### config.mk
export PLATFORM = sky130hd
export DESIGN_NAME = fifo_uart_regs
export DESIGN_NICKNAME = d
export VERILOG_FILES = /design/src/rtl/uart_cfg_pkg.sv /design/src/rtl/baud_divider.sv /design/src/rtl/fifo_uart_regs.sv
export VERILOG_INCLUDE_DIRS = /design/src /design/src/rtl
export SDC_FILE = /design/constraint.sdc
export NUM_CORES = 1
export LEC_CHECK = 0
export BUFFER_PORTS_ARGS = -buffer_cell sky130_fd_sc_hd__buf_2
export CAP_MARGIN = 10
export CORE_ASPECT_RATIO = 1.75
export CORE_MARGIN = 5
export CORE_UTILIZATION = 66
export CTS_CLUSTER_SIZE = 24
export DETAILED_ROUTE_END_ITERATION = 10
export GPL_TIMING_DRIVEN = 0
export PLACE_DENSITY = 0.85
export SLEW_MARGIN = 20
export SYNTH_ARGS = -nofsm -noshare
export SYNTH_HDL_FRONTEND = slang
export SYNTH_SLANG_ARGS = --single-unit
### constraint.sdc
create_clock -name CLK -period 9 [get_ports CLK]
set_clock_uncertainty 0.05 [all_clocks]
set_input_delay 0.45 -clock CLK [delete_from_list [all_inputs] [get_ports CLK]]
set_output_delay 0.45 -clock CLK [all_outputs]
set_load 0.05 [all_outputs]
### src/rtl/uart_cfg_map.svh
// Register offsets, field positions, reset values and counts of the serial port block
`ifndef UART_CFG_MAP_SVH
`define UART_CFG_MAP_SVH

// Byte offsets on the I/O bus
`define OFF_DATA_PORT      10'h3f8
`define OFF_ENABLE_PORT    10'h3f9
`define OFF_CAUSE_PORT     10'h3fa
`define OFF_FORMAT         10'h3fb
`define OFF_HANDSHAKE_OUT  10'h3fc
`define OFF_LINK_COND      10'h3fd
`define OFF_HANDSHAKE_IN   10'h3fe
`define OFF_SCRATCH        10'h3ff

// Frame format control fields
`define FMT_DIV_ACCESS_BIT 7
`define FMT_BREAK_BIT      6
`define FMT_STICK_BIT      5
`define FMT_EVEN_BIT       4
`define FMT_PARITY_BIT     3
`define FMT_STOP_BIT       2

// Queue control fields
`define QCTL_ENABLE_BIT    0
`define QCTL_RX_CLEAR_BIT  1
`define QCTL_TX_CLEAR_BIT  2
`define QCTL_DMA_MODE_BIT  3

// Handshake output control fields
`define HOC_READY_BIT      0
`define HOC_REQUEST_BIT    1
`define HOC_AUX1_BIT       2
`define HOC_INT_GATE_BIT   3

// Interrupt source enable fields
`define IEN_RX_BIT         0
`define IEN_THRE_BIT       1
`define IEN_LINE_BIT       2
`define IEN_MODEM_BIT      3

// Reset values
`define RST_BYTE           8'h00
`define RST_DIVISOR        16'h0000

// Queue depth and receive trigger levels
`define QUEUE_DEPTH        5'h10
`define QUEUE_DEPTH_LEGACY 5'h01
`define TRIG_LEVEL_0       5'h01
`define TRIG_LEVEL_1       5'h04
`define TRIG_LEVEL_2       5'h08
`define TRIG_LEVEL_3       5'h0e

`endif

### src/rtl/uart_cfg_pkg.sv
// Types shared by the serial port block
`default_nettype none
package uart_cfg_pkg;
    typedef logic [7:0] byte_t;
    typedef logic [4:0] level_t;
    // Interrupt cause codes in priority order, shown in the low nibble
    typedef enum logic [3:0] {
        CAUSE_LINE  = 4'h6,
        CAUSE_RX    = 4'h4,
        CAUSE_THRE  = 4'h2,
        CAUSE_MODEM = 4'h0,
        CAUSE_NONE  = 4'h1
    } int_cause_t;
endpackage
`default_nettype wire

### src/rtl/baud_divider.sv
// Programmable divider making the 16x bit-rate tick
`timescale 1ns/1ps
`default_nettype none
`include "uart_cfg_map.svh"

module baud_divider (
    input  wire logic        CLK,
    input  wire logic        SRST,
    input  wire logic [15:0] divisor,
    input  wire logic        reload,
    output var  logic        tick
);
    logic [15:0] count;
    logic        reload_due;

    // Reload one cycle late, so the byte just written is already in the divisor
    always_ff @(posedge CLK)
    begin
        if (SRST)
        begin
            reload_due <= 1'b0;
        end
        else
        begin
            reload_due <= reload;
        end
    end

    // Count down from the divisor; a zero divisor stops the ticks
    always_ff @(posedge CLK)
    begin
        if (SRST)
        begin
            count <= `RST_DIVISOR;
            tick  <= 1'b0;
        end
        else if (reload_due || divisor == 16'h0000)
        begin
            count <= divisor;
            tick  <= 1'b0;
        end
        else if (count <= 16'h0001)
        begin
            count <= divisor;
            tick  <= 1'b1;
        end
        else
        begin
            count <= count - 16'h0001;
            tick  <= 1'b0;
        end
    end
endmodule // baud_divider

`default_nettype wire

### src/rtl/fifo_uart_regs.sv
// Host register file, queues and interrupt logic of the serial port
`timescale 1ns/1ps
`default_nettype none
`include "uart_cfg_map.svh"

module fifo_uart_regs (
    input  wire logic       CLK,
    input  wire logic       SRST,
    input  wire logic [9:0] ADDR,
    input  wire logic [7:0] WDATA,
    input  wire logic       WR,
    input  wire logic       RD,
    output var  logic [7:0] RDATA,
    input  wire logic [7:0] RX_DATA,
    input  wire logic       RX_VALID,
    input  wire logic       RX_PARITY_ERR,
    input  wire logic       RX_FRAME_ERR,
    input  wire logic       RX_BREAK,
    output var  logic [7:0] TX_DATA,
    output var  logic       TX_VALID,
    input  wire logic       TX_TAKE,
    input  wire logic       CTS_N,
    input  wire logic       DSR_N,
    input  wire logic       RI_N,
    input  wire logic       DCD_N,
    output var  logic       BAUD_TICK,
    output var  logic [7:0] FORMAT,
    output var  logic       RTS_N,
    output var  logic       DTR_N,
    output var  logic       AUX1_N,
    output var  logic       INT_GATE_N,
    output var  logic       INTR,
    output var  logic       RXRDY_N,
    output var  logic       TXRDY_N
);
    uart_cfg_pkg::byte_t      ien;
    uart_cfg_pkg::byte_t      hoc;
    uart_cfg_pkg::byte_t      scratch;
    uart_cfg_pkg::byte_t      div_lo;
    uart_cfg_pkg::byte_t      div_hi;
    uart_cfg_pkg::byte_t      rx_mem [16];
    uart_cfg_pkg::byte_t      tx_mem [16];
    uart_cfg_pkg::level_t     rx_count;
    uart_cfg_pkg::level_t     tx_count;
    uart_cfg_pkg::level_t     next_rx_count;
    uart_cfg_pkg::level_t     next_tx_count;
    uart_cfg_pkg::level_t     limit;
    uart_cfg_pkg::int_cause_t cause;
    logic [3:0] rx_rd;
    logic [3:0] rx_wr;
    logic [3:0] tx_rd;
    logic [3:0] tx_wr;
    logic [3:0] next_tx_rd;
    logic [1:0] trig_sel;
    logic [3:0] line_flags;
    logic [3:0] modem_delta;
    logic [3:0] pin_meta;
    logic [3:0] pin_sync;
    logic [3:0] pin_prev;
    logic       fifo_en;
    logic       dma_mode;
    logic       thre_flag;
    logic       burst_rx;
    logic       divisor_access;
    logic       rd_data;
    logic       wr_data;
    logic       rd_cause;
    logic       wr_queue;
    logic       rx_push;
    logic       rx_pop;
    logic       tx_push;
    logic       tx_pop;
    logic       rx_clear;
    logic       tx_clear;
    logic       rx_trig;
    logic       int_pending;
    logic       div_write;

    // Receive trigger depth for the two select bits
    function automatic uart_cfg_pkg::level_t trig_depth(input logic [1:0] sel);
        case (sel)
            2'b00:   trig_depth = `TRIG_LEVEL_0;
            2'b01:   trig_depth = `TRIG_LEVEL_1;
            2'b10:   trig_depth = `TRIG_LEVEL_2;
            default: trig_depth = `TRIG_LEVEL_3;
        endcase
    endfunction

    // True for a host access at a given offset
    function automatic logic hit(input logic strobe, input logic [9:0] off);
        hit = strobe && (ADDR == off);
    endfunction

    // Access decode; the divisor bit steals the two low offsets
    assign divisor_access = FORMAT[`FMT_DIV_ACCESS_BIT];
    assign rd_data  = hit(RD, `OFF_DATA_PORT) && !divisor_access;
    assign wr_data  = hit(WR, `OFF_DATA_PORT) && !divisor_access;
    assign rd_cause = hit(RD, `OFF_CAUSE_PORT);
    assign wr_queue = hit(WR, `OFF_CAUSE_PORT);
    assign div_write = divisor_access
                    && (hit(WR, `OFF_DATA_PORT) || hit(WR, `OFF_ENABLE_PORT));

    // Without the queues each side holds one byte, as the legacy part did
    assign limit    = fifo_en ? `QUEUE_DEPTH : `QUEUE_DEPTH_LEGACY;
    assign rx_push  = RX_VALID && (rx_count < limit);
    assign rx_pop   = rd_data && (rx_count != 5'h00);
    assign tx_push  = wr_data && (tx_count < limit);
    assign tx_pop   = TX_TAKE && TX_VALID;
    // Clearing on any change of the enable bit avoids stale bytes
    assign rx_clear = wr_queue && (WDATA[`QCTL_RX_CLEAR_BIT]
                    || (WDATA[`QCTL_ENABLE_BIT] != fifo_en));
    assign tx_clear = wr_queue && (WDATA[`QCTL_TX_CLEAR_BIT]
                    || (WDATA[`QCTL_ENABLE_BIT] != fifo_en));
    assign next_rx_count = rx_clear ? 5'h00 : rx_count
                         + {4'h0, rx_push} - {4'h0, rx_pop};
    assign next_tx_count = tx_clear ? 5'h00 : tx_count
                         + {4'h0, tx_push} - {4'h0, tx_pop};
    assign next_tx_rd = tx_clear ? tx_wr : tx_rd + {3'h0, tx_pop};

    // Plain control registers written by the host
    always_ff @(posedge CLK)
    begin
        if (SRST)
        begin
            FORMAT  <= `RST_BYTE;
            ien     <= `RST_BYTE;
            hoc     <= `RST_BYTE;
            scratch <= `RST_BYTE;
            div_lo  <= `RST_BYTE;
            div_hi  <= `RST_BYTE;
        end
        else if (WR)
        begin
            case (ADDR)
                `OFF_DATA_PORT:     if (divisor_access) div_lo <= WDATA;
                `OFF_ENABLE_PORT:   if (divisor_access) div_hi <= WDATA;
                                    else ien <= {4'h0, WDATA[3:0]};
                `OFF_FORMAT:        FORMAT <= WDATA;
                `OFF_HANDSHAKE_OUT: hoc <= {3'h0, WDATA[4:0]};
                `OFF_SCRATCH:       scratch <= WDATA;
                default:            scratch <= scratch;
            endcase
        end
    end

    // Queue control; reserved bits 5:4 are never stored
    always_ff @(posedge CLK)
    begin
        if (SRST)
        begin
            fifo_en  <= 1'b0;
            dma_mode <= 1'b0;
            trig_sel <= 2'b00;
        end
        else if (wr_queue)
        begin
            fifo_en  <= WDATA[`QCTL_ENABLE_BIT];
            dma_mode <= WDATA[`QCTL_DMA_MODE_BIT];
            trig_sel <= WDATA[7:6];
        end
    end

    // Receive queue storage and pointers
    always_ff @(posedge CLK)
    begin
        if (SRST)
        begin
            rx_rd    <= 4'h0;
            rx_wr    <= 4'h0;
            rx_count <= 5'h00;
        end
        else
        begin
            if (rx_push)
            begin
                rx_mem[rx_wr] <= RX_DATA;
            end
            rx_wr    <= rx_clear ? 4'h0 : rx_wr + {3'h0, rx_push};
            rx_rd    <= rx_clear ? 4'h0 : rx_rd + {3'h0, rx_pop};
            rx_count <= next_rx_count;
        end
    end

    // Transmit queue; head byte is presented from a register
    always_ff @(posedge CLK)
    begin
        if (SRST)
        begin
            tx_rd    <= 4'h0;
            tx_wr    <= 4'h0;
            tx_count <= 5'h00;
            TX_DATA  <= `RST_BYTE;
            TX_VALID <= 1'b0;
        end
        else
        begin
            if (tx_push)
            begin
                tx_mem[tx_wr] <= WDATA;
            end
            tx_wr    <= tx_wr + {3'h0, tx_push && !tx_clear};
            tx_rd    <= next_tx_rd;
            tx_count <= next_tx_count;
            TX_VALID <= next_tx_count != 5'h00;
            // Bypass when the byte lands in the slot being presented
            TX_DATA  <= (tx_push && next_tx_rd == tx_wr) ? WDATA : tx_mem[next_tx_rd];
        end
    end

    // Line status events stick until read; a new event beats the clear
    always_ff @(posedge CLK)
    begin
        if (SRST)
        begin
            line_flags <= 4'h0;
        end
        else
        begin
            line_flags <= (hit(RD, `OFF_LINK_COND) ? 4'h0 : line_flags)
                        | {RX_BREAK, RX_FRAME_ERR, RX_PARITY_ERR,
                           RX_VALID && !rx_push};
        end
    end

    // Handshake pins are asynchronous: two flops before any use
    always_ff @(posedge CLK)
    begin
        if (SRST)
        begin
            pin_meta <= 4'hf;
            pin_sync <= 4'hf;
            pin_prev <= 4'hf;
        end
        else
        begin
            pin_meta <= {DCD_N, RI_N, DSR_N, CTS_N};
            pin_sync <= pin_meta;
            pin_prev <= pin_sync;
        end
    end

    // Modem change flags; ring flag only on the trailing edge of ring
    always_ff @(posedge CLK)
    begin
        if (SRST)
        begin
            modem_delta <= 4'h0;
        end
        else
        begin
            modem_delta <= (hit(RD, `OFF_HANDSHAKE_IN) ? 4'h0 : modem_delta)
                         | {pin_sync[3] ^ pin_prev[3], pin_sync[2] & ~pin_prev[2],
                            pin_sync[1] ^ pin_prev[1], pin_sync[0] ^ pin_prev[0]};
        end
    end

    // Transmit-empty flag: set when the queue drains, cleared by a write
    // or by reading the cause while it is the one shown
    always_ff @(posedge CLK)
    begin
        if (SRST)
        begin
            thre_flag <= 1'b0;
        end
        else if ((tx_count != 5'h00 && next_tx_count == 5'h00)
                 || (hit(WR, `OFF_ENABLE_PORT) && !divisor_access
                     && WDATA[`IEN_THRE_BIT] && !ien[`IEN_THRE_BIT]
                     && tx_count == 5'h00))
        begin
            thre_flag <= 1'b1;
        end
        else if (tx_push || (rd_cause && cause == uart_cfg_pkg::CAUSE_THRE))
        begin
            thre_flag <= 1'b0;
        end
    end

    // Highest-priority enabled cause
    assign rx_trig = fifo_en ? (rx_count >= trig_depth(trig_sel))
                             : (rx_count != 5'h00);
    always_comb
    begin
        if (ien[`IEN_LINE_BIT] && line_flags != 4'h0)
            cause = uart_cfg_pkg::CAUSE_LINE;
        else if (ien[`IEN_RX_BIT] && rx_trig)
            cause = uart_cfg_pkg::CAUSE_RX;
        else if (ien[`IEN_THRE_BIT] && thre_flag)
            cause = uart_cfg_pkg::CAUSE_THRE;
        else if (ien[`IEN_MODEM_BIT] && modem_delta != 4'h0)
            cause = uart_cfg_pkg::CAUSE_MODEM;
        else
            cause = uart_cfg_pkg::CAUSE_NONE;
    end
    assign int_pending = cause != uart_cfg_pkg::CAUSE_NONE;

    // Burst request mode latches on the trigger and holds until empty
    always_ff @(posedge CLK)
    begin
        if (SRST)
        begin
            burst_rx <= 1'b0;
        end
        else if (next_rx_count == 5'h00)
        begin
            burst_rx <= 1'b0;
        end
        else if (rx_trig)
        begin
            burst_rx <= 1'b1;
        end
    end

    // Output pins; the interrupt is a level, never a per-event pulse
    always_ff @(posedge CLK)
    begin
        if (SRST)
        begin
            INTR       <= 1'b0;
            DTR_N      <= 1'b1;
            RTS_N      <= 1'b1;
            AUX1_N     <= 1'b1;
            INT_GATE_N <= 1'b1;
            RXRDY_N    <= 1'b1;
            TXRDY_N    <= 1'b0;
        end
        else
        begin
            INTR       <= int_pending;
            DTR_N      <= !hoc[`HOC_READY_BIT];
            RTS_N      <= !hoc[`HOC_REQUEST_BIT];
            AUX1_N     <= !hoc[`HOC_AUX1_BIT];
            INT_GATE_N <= !hoc[`HOC_INT_GATE_BIT];
            if (fifo_en && dma_mode)
            begin
                RXRDY_N <= !burst_rx;
                TXRDY_N <= tx_count == `QUEUE_DEPTH;
            end
            else
            begin
                RXRDY_N <= rx_count == 5'h00;
                TXRDY_N <= tx_count != 5'h00;
            end
        end
    end

    // Read data, valid the cycle after the read strobe
    always_ff @(posedge CLK)
    begin
        if (SRST)
        begin
            RDATA <= `RST_BYTE;
        end
        else if (RD)
        begin
            case (ADDR)
                `OFF_DATA_PORT:     RDATA <= divisor_access ? div_lo : rx_mem[rx_rd];
                `OFF_ENABLE_PORT:   RDATA <= divisor_access ? div_hi : ien;
                `OFF_CAUSE_PORT:    RDATA <= {fifo_en, fifo_en, 2'b00, cause};
                `OFF_FORMAT:        RDATA <= FORMAT;
                `OFF_HANDSHAKE_OUT: RDATA <= hoc;
                `OFF_LINK_COND:     RDATA <= {fifo_en && line_flags[3:1] != 3'h0,
                                              tx_count == 5'h00 && !TX_VALID,
                                              tx_count == 5'h00, line_flags,
                                              rx_count != 5'h00};
                `OFF_HANDSHAKE_IN:  RDATA <= {~pin_sync, modem_delta};
                `OFF_SCRATCH:       RDATA <= scratch;
                default:            RDATA <= `RST_BYTE;
            endcase
        end
    end

    // Bit-rate generator reloads whenever a divisor byte is written
    baud_divider u_baud (
        .CLK     (CLK),
        .SRST    (SRST),
        .divisor ({div_hi, div_lo}),
        .reload  (div_write),
        .tick    (BAUD_TICK)
    );
endmodule // fifo_uart_regs

`default_nettype wire

=== After elaboration in Yosys (flattened, before gate mapping) ===
Memory sizes are Yosys's and may differ from the RTL's. A register that Yosys moved wholly into a read port is not among the register bits.
Index checks and enable logic that the tools add are counted.

* Bits in registers: 127
* Bits in writable memories: 256
* Bits of input ports: 39
* Output and inout bits: 33
* Logic and storage cells: 170
* Memories kept: 2

{| class="wikitable"
|+ Memories
! memory !! depth !! width !! rd ports !! clocked after Yosys merged registers in !! wr ports !! line !! text
|-
| rx_mem || 16 || 8 || 1 || 1 || 1 || fifo_uart_regs.sv:41 || <nowiki>uart_cfg_pkg::byte_t rx_mem [16];</nowiki>
|-
| tx_mem || 16 || 8 || 1 || 1 || 1 || fifo_uart_regs.sv:42 || <nowiki>uart_cfg_pkg::byte_t tx_mem [16];</nowiki>
|}

* Add/subtract/negate cells: 9
* Magnitude comparators: 4
* Equal/unequal tests: 14
* Multiplexer cells: 29
* Bitwise logic cells: 9
* Reductions and logical operators: 69

{| class="wikitable"
|+ Operators by type and width
! cell !! number
|-
| == test 10 bit, second input constant || 8
|-
| case mux 8 bit (8 select lines) || 1
|-
| two-way mux 16 bit || 2
|-
| logical AND 1 bit || 31
|-
| zero test 5 bit || 4
|-
| adder 4 x 1 -> 4 bit || 4
|-
| less-or-equal comparator 16 x 1 -> 1 bit, second input constant || 1
|-
| zero test 16 bit || 1
|-
| two-way mux 4 bit || 4
|-
| two-way mux 8 bit || 2
|-
| subtractor 16 x 1 -> 16 bit, second input constant || 1
|-
| two-way mux 5 bit || 3
|-
| nonzero test 5 bit || 3
|-
| two-way mux 1 bit || 13
|-
| case mux 4 bit (3 select lines) || 1
|-
| adder 5 x 1 -> 5 bit || 2
|-
| zero test 1 bit || 10
|-
| less-than comparator 5 bit || 2
|-
| subtractor 5 x 1 -> 5 bit || 2
|-
| AND reduction 3 bit || 3
|-
| OR 4 bit || 2
|-
| nonzero test 4 bit || 2
|-
| logical OR 1 bit || 6
|-
| two-way mux 3 bit || 2
|-
| 17 further kinds || 24
|}

=== Logic depth before layout (Yosys ltp) ===
* Depth in word-level cells: 12
* Mapped depth: 17
* Gate-level depth less buffers: 16

=== Modules after synthesis ===
Synthesis repeated with hierarchy kept, for this count alone.

* Cells, all modules: 1,270
* Area total of the unflattened synthesis: 16,463.3 µm²

{| class="wikitable"
|+ By module, submodules not included
! module !! instances !! cells an instance !! area an instance (µm²) !! seq. area each (µm²)
|-
| fifo_uart_regs || 1 || 1,160 || 15,527.4 || 10,029.6
|-
| baud_divider || 1 || 110 || 935.9 || 360.3
|}

=== Worst setup path before layout ===
Ideal clock, no wire load.

* Kind: in2reg
* Start: input ADDR[1]
* End: register thre_flag
* Setup time: 0.074 ns
* Arrival time: 3.142 ns
* Required time: 8.876 ns
* Slack: 5.733 ns
* Cell stages on the path: 16
* Buffers on the path: 2
* Cell sequence: buf_2 -> nor2_1 -> nand4_1 -> a2111o_1 -> buf_2 -> ha_1 -> inv_1 -> ha_1 -> fa_1 -> a21oi_1 -> nor2_1 -> nor2_1 -> xnor2_1 -> a41o_1 -> nand2b_1 -> a31oi_1

* Cells in the longest elaborated chain, start to end: 11
* Elaborated cells on any way between the ends: 24
* Those cells by class: add/sub (2); eq/ne (3); mux (2); reduce/logical (17)

{| class="wikitable"
|+ Ends and longest elaborated chain
! element !! line !! text
|-
| from (decl) || fifo_uart_regs.sv:9 || <nowiki>input wire logic [9:0] ADDR,</nowiki>
|-
| == test 10 bit || fifo_uart_regs.sv:91 || <nowiki>hit = strobe && (ADDR == off);</nowiki>
|-
| logical AND 1 bit || fifo_uart_regs.sv:91 ||
|-
| logical AND 1 bit || fifo_uart_regs.sv:97 || <nowiki>assign wr_data = hit(WR, `OFF_DATA_PORT) && !divisor_access;</nowiki>
|-
| logical AND 1 bit || fifo_uart_regs.sv:107 || <nowiki>assign tx_push = wr_data && (tx_count < limit);</nowiki>
|-
| adder 5 x 1 -> 5 bit || fifo_uart_regs.sv:117 || <nowiki>+ {4'h0, tx_push} - {4'h0, tx_pop};</nowiki>
|-
| subtractor 5 x 1 -> 5 bit || fifo_uart_regs.sv:117 ||
|-
| two-way mux 5 bit || fifo_uart_regs.sv:116 || <nowiki>assign next_tx_count = tx_clear ? 5'h00 : tx_count</nowiki>
|-
| zero test 5 bit || fifo_uart_regs.sv:265 || <nowiki>else if ((tx_count != 5'h00 && next_tx_count == 5'h00)</nowiki>
|-
| logical AND 1 bit || fifo_uart_regs.sv:265 ||
|-
| logical OR 1 bit || fifo_uart_regs.sv:265 ||
|-
| two-way mux 1 bit / nonzero test 2 bit (equally long branches) || n/a ||
|-
| to (signal assigned) || fifo_uart_regs.sv:263 || <nowiki>thre_flag <= 1'b0;</nowiki>
|-
| to (signal assigned) || fifo_uart_regs.sv:270 || <nowiki>thre_flag <= 1'b1;</nowiki>
|-
| to (signal assigned) || fifo_uart_regs.sv:274 || <nowiki>thre_flag <= 1'b0;</nowiki>
|-
| to (decl) || fifo_uart_regs.sv:62 || <nowiki>logic thre_flag;</nowiki>
|}

Several ways; a longest one is shown, not always the timed one.
A chain may end at the register's enable or synchronous reset.

=== Final worst setup path ===
* Start: register fifo_en
* End: register thre_flag

* Cells in the longest elaborated chain, start to end: 10
* Elaborated cells on any way between the ends: 21
* Those cells by class: add/sub (2); order compare (1); eq/ne (2); mux (6); reduce/logical (10)

{| class="wikitable"
|+ Ends and longest elaborated chain
! element !! line !! text
|-
| from (decl) || fifo_uart_regs.sv:60 || <nowiki>logic fifo_en;</nowiki>
|-
| from (signal assigned) || fifo_uart_regs.sv:157 || <nowiki>fifo_en <= WDATA[`QCTL_ENABLE_BIT];</nowiki>
|-
| two-way mux 5 bit (no source line) || n/a ||
|-
| less-than comparator 5 bit || fifo_uart_regs.sv:107 ||
|-
| logical AND 1 bit || fifo_uart_regs.sv:107 ||
|-
| adder 5 x 1 -> 5 bit || fifo_uart_regs.sv:117 ||
|-
| subtractor 5 x 1 -> 5 bit || fifo_uart_regs.sv:117 ||
|-
| two-way mux 5 bit || fifo_uart_regs.sv:116 ||
|-
| zero test 5 bit || fifo_uart_regs.sv:265 ||
|-
| logical AND 1 bit || fifo_uart_regs.sv:265 ||
|-
| logical OR 1 bit || fifo_uart_regs.sv:265 ||
|-
| two-way mux 1 bit / nonzero test 2 bit (equally long branches) || n/a ||
|}

Several ways; a longest one is shown, not always the timed one.

==> results.rst <==
.. list-table::
   :header-rows: 1

   * - Metric
     - Value
   * - Run status
     - complete, no violations
   * - Max-Slew Margin vs Limit
     - 0.299
   * - Final Hold Fails
     - 0
   * - Synthesized cell area
     - 0.0164 sq mm
   * - Initial antenna violation count
     - 0
   * - NetSw
     - 1.07 mW
   * - CP max FO
     - 9
   * - Post-CTS setup buffers
     - 0
   * - Ratio of cells with drive above 1 in the final layout
     - 0.167
   * - Floorplan die height
     - ~220 microns
   * - Cells along the critical path
     - buf_4 -> inv_1 -> ha_1 -> a2111o_1 -> buf_2 -> ha_1 -> inv_1 -> ha_1 -> fa_1 -> a21oi_1 -> nor2_1 -> nor2_1 -> xnor2_1 -> a41o_1 -> nand2b_1 -> a31oi_1
   * - Number of top-level pins
     - 72
   * - Kind of cell with the highest combined delay on the critical path
     - adder cells
   * - Time the worst path needs with I/O delays and setup
     - 3.67 ns
   * - Input/output buffers
     - 69
   * - Crit end category
     - flop
   * - Setup repair after global routing missed its margin
     - no
   * - Wire length per cell after detailed routing
     - 24.5 microns
   * - Worst-path cell with the longest stage delay
     - sky130_fd_sc_hd__fa_1
   * - GPL Wtd Cong
     - 0.992
   * - Transition time of the tightest slew-check pin
     - 1.05 ns
   * - GRT Residual Overflow
     - 0
   * - Maximum number of pins on one net before global-route repair
     - 23
   * - Vias in the first global route
     - 10,700
   * - DRT antenna net count
     - 0
   * - Most repeated library cell on the critical path
     - sky130_fd_sc_hd__ha_1
   * - Die ar.
     - 0.0281 sq mm
   * - Synthesized area per cell
     - 13.7 sq um
   * - Number of synthesized flops with an enable pin
     - 256
   * - Number of distinct library cells after synthesis
     - 66
   * - Fmax
     - between 0.2 and 0.3 GHz
   * - Count of vias placed by the detailed router
     - 10,400
   * - Post-cts hold buffer count
     - 0
   * - Yosys reg bits
     - 391
   * - Number of synthesis warnings
     - 0
   * - Post-synthesis net count
     - 1,269
   * - CTS clk-pin slew, worst paths
     - 0.07 ns
   * - Switching share of power
     - 0.259
   * - Root Buffer
     - sky130_fd_sc_hd__clkbuf_16
   * - CTS tree
     - built
   * - Finished Layout Cells
     - 1,638
   * - WL final
     - 40,200 microns
   * - Skew-Pair Late Insertion Delay
     - between 0.5 and 0.6 ns
   * - Max-capacitance violation count
     - 0
   * - Portion of total power attributed to combinational logic
     - 0.164
   * - Share of synthesized area occupied by flip-flops and latches
     - 0.635
   * - Area growth syn-to-layout
     - 11.4%
   * - NumNets Final
     - 1,375
   * - Total global routing track utilization
     - 0.290
   * - Hpwl dp
     - 28,700 microns
   * - Clock sinks
     - just under 400
   * - Number of levels the H-tree was split into
     - 2
   * - Row count
     - 76
   * - Placed insts
     - between 1,500 and 2,000
   * - Final worst-path cycle share
     - 0.407
   * - 1st-iter DRT viols
     - 1,033
   * - Number of gates resized after CTS
     - 0
   * - Path type of the worst setup path
     - flop to flop
   * - Worst Setup Start Kind
     - flop
   * - Pwr/cell area
     - 226 mW/mm^2
   * - Number of instances in the synthesized netlist
     - 1,196
   * - Internal Power
     - 3.05 mW
   * - Number of failing setup endpoints in the final timing report
     - 0
   * - Total negative setup slack
     - 0 ns
   * - Overall power
     - 4.11 mW
   * - Floorplan Core Area
     - approximately 0.025 sq mm
   * - Worst EP arrival
     - a little over 4 ns
   * - Count of buffer and inverter cells on the critical path
     - 4
   * - Worst endpoint required time
     - 9.40 ns
   * - Clock power share
     - 0.350
   * - DRC violation count after routing
     - 0
   * - Clock buffers created by TritonCTS
     - 34
   * - Ant. Diodes
     - 0
   * - Proportion of register bits with asynchronous set or reset after synthesis
     - 0
   * - Die boundary width
     - 129 microns
   * - CP peak stage delay
     - 0.41 ns
   * - Dominant synthesized flop cell
     - sky130_fd_sc_hd__edfxtp_1
   * - Router iterations before antenna repair
     - 8
   * - Most common cell after layout, fill and taps aside
     - sky130_fd_sc_hd__edfxtp_1
   * - Type of the worst min-delay path
     - input pin to flop
   * - Share of total power in sequential cells
     - 0.486
   * - Number of buffers on the longest clock path
     - 3
   * - Global-route wire length before repair
     - a little over 60,000 microns
   * - Worst supply voltage drop on vdd
     - 0.290 mV
   * - Leakage power total
     - roughly 6.9 nW
   * - Initial standard-cell utilization of the core
     - 0.667
   * - Post-DR vias/cell
     - 6.33
   * - Max Transition Viols Final
     - 0
   * - Top library cells by usage in the layout, fill and taps aside
     - 256 x sky130_fd_sc_hd__edfxtp_1, 135 x sky130_fd_sc_hd__dfxtp_1, 127 x sky130_fd_sc_hd__mux2i_1, 110 x sky130_fd_sc_hd__nor2_1, 90 x sky130_fd_sc_hd__nand2_1
final cells by class:
cell class                 count  area, sq um
inverter                      26         97.6
clock inverter                18          165
sequential                   391        10400
buffer                        64          332
fill                        1536         6310
timing repair buffer          70          350
multi-input combinational    715         5580
clock buffer                  42          922
tap                          312          390
per-stage QoR:
step	instance area [sq um]	utilization	hold slack [ns]	worst slack (ns)
after floorplan	16400	-	0.332	5.73
after global placement	17100	0.697	0.346	5.17
after detailed placement	17100	0.698	0.346	5.14
after CTS	18200	0.743	0.0380	5.39
after global routing	18200	0.743	0.0534	5.12
final	18200	0.743	0.0551	5.33
synthesized netlist by cell type, types with 13 or more instances:
cell type	n	area [sq um]
sky130_fd_sc_hd__nand2b_1	14	87.6
sky130_fd_sc_hd__mux2i_1	127	1270
sky130_fd_sc_hd__dfxtp_1	135	2700
sky130_fd_sc_hd__xor2_1	21	184
sky130_fd_sc_hd__inv_1	25	93.8
sky130_fd_sc_hd__mux4_2	40	901
sky130_fd_sc_hd__a22oi_1	13	97.6
sky130_fd_sc_hd__nor2_1	110	413
sky130_fd_sc_hd__nand2_1	90	338
sky130_fd_sc_hd__edfxtp_1	256	7690
sky130_fd_sc_hd__nand3_1	25	125
sky130_fd_sc_hd__a211oi_1	14	105
sky130_fd_sc_hd__clkbuf_1	35	131
sky130_fd_sc_hd__nor3_1	27	135
sky130_fd_sc_hd__ha_1	32	400
sky130_fd_sc_hd__xnor2_1	15	131
sky130_fd_sc_hd__a21oi_1	50	250
cell families (layout without fill, tap and decap cells):
family / Yosys count / count (layout) / synth area share
AO/OA/AOI/OAI: 139 / 139 / 0.0578
XOR/XNOR: 36 / 36 / 0.0193
adder cells (fa/ha/maj): 34 / 34 / 0.0269
buffers and inverters: 90 / 220 / 0.0262
flip-flops: 391 / 391 / 0.635
multiplexers: 175 / 175 / 0.139
AND/OR/NAND/NOR: 331 / 331 / 0.0953
path summary, 6_finish.rpt:
check / start / end / slack, ns / cells after the start
worst max-delay path: fifo_en / thre_flag / 5.33 / 16
worst min-delay path: RI_N / pin_meta[2] / 0.06 / 2
worst max register to register: fifo_en / thre_flag / 5.33 / 16
worst min register to register: pin_meta[1] / pin_sync[1] / 0.36 / 1
per-layer routing:
layer	GRT usage	up-vias	wire, microns
li1	-	4663	-
met1	0.295	5010	12300
met2	0.559	534	22700
met3	0.0389	161	2520
met4	0.152	0	2650
met5	0	-	0
worst reg2reg max path: stages, from the launching register on:
cell and delay [ns]:
sky130_fd_sc_hd__dfxtp_1 0.30, sky130_fd_sc_hd__buf_4 0.18, sky130_fd_sc_hd__inv_1 0.26, sky130_fd_sc_hd__ha_1 0.30, sky130_fd_sc_hd__a2111o_1 0.35, sky130_fd_sc_hd__buf_2 0.19, sky130_fd_sc_hd__ha_1 0.29, sky130_fd_sc_hd__inv_1 0.04
sky130_fd_sc_hd__ha_1 0.20, sky130_fd_sc_hd__fa_1 0.41, sky130_fd_sc_hd__a21oi_1 0.18, sky130_fd_sc_hd__nor2_1 0.07, sky130_fd_sc_hd__nor2_1 0.11, sky130_fd_sc_hd__xnor2_1 0.16, sky130_fd_sc_hd__a41o_1 0.27, sky130_fd_sc_hd__nand2b_1 0.08
sky130_fd_sc_hd__a31oi_1 0.15
power groups by stage:
stage,clock (mW),sequential [mW],combinational (mW)
global placement,0,2.03,0.644
finish,1.44,2.00,0.675
global route,1.54,2.00,0.731
floorplan,0,2.07,0.448
CTS,1.45,2.00,0.677
detailed placement,0,2.04,0.668
sequential cells by signal, indices dropped and copies added (netlist names), 8 cells and up:
signal / flops
FORMAT: 8
RDATA: 8
TX_DATA: 8
div_hi: 8
div_lo: 8
rx_mem: 128
scratch: 8
tx_mem: 128
u_baud.count: 16
Power figures use the tool's default switching activity.
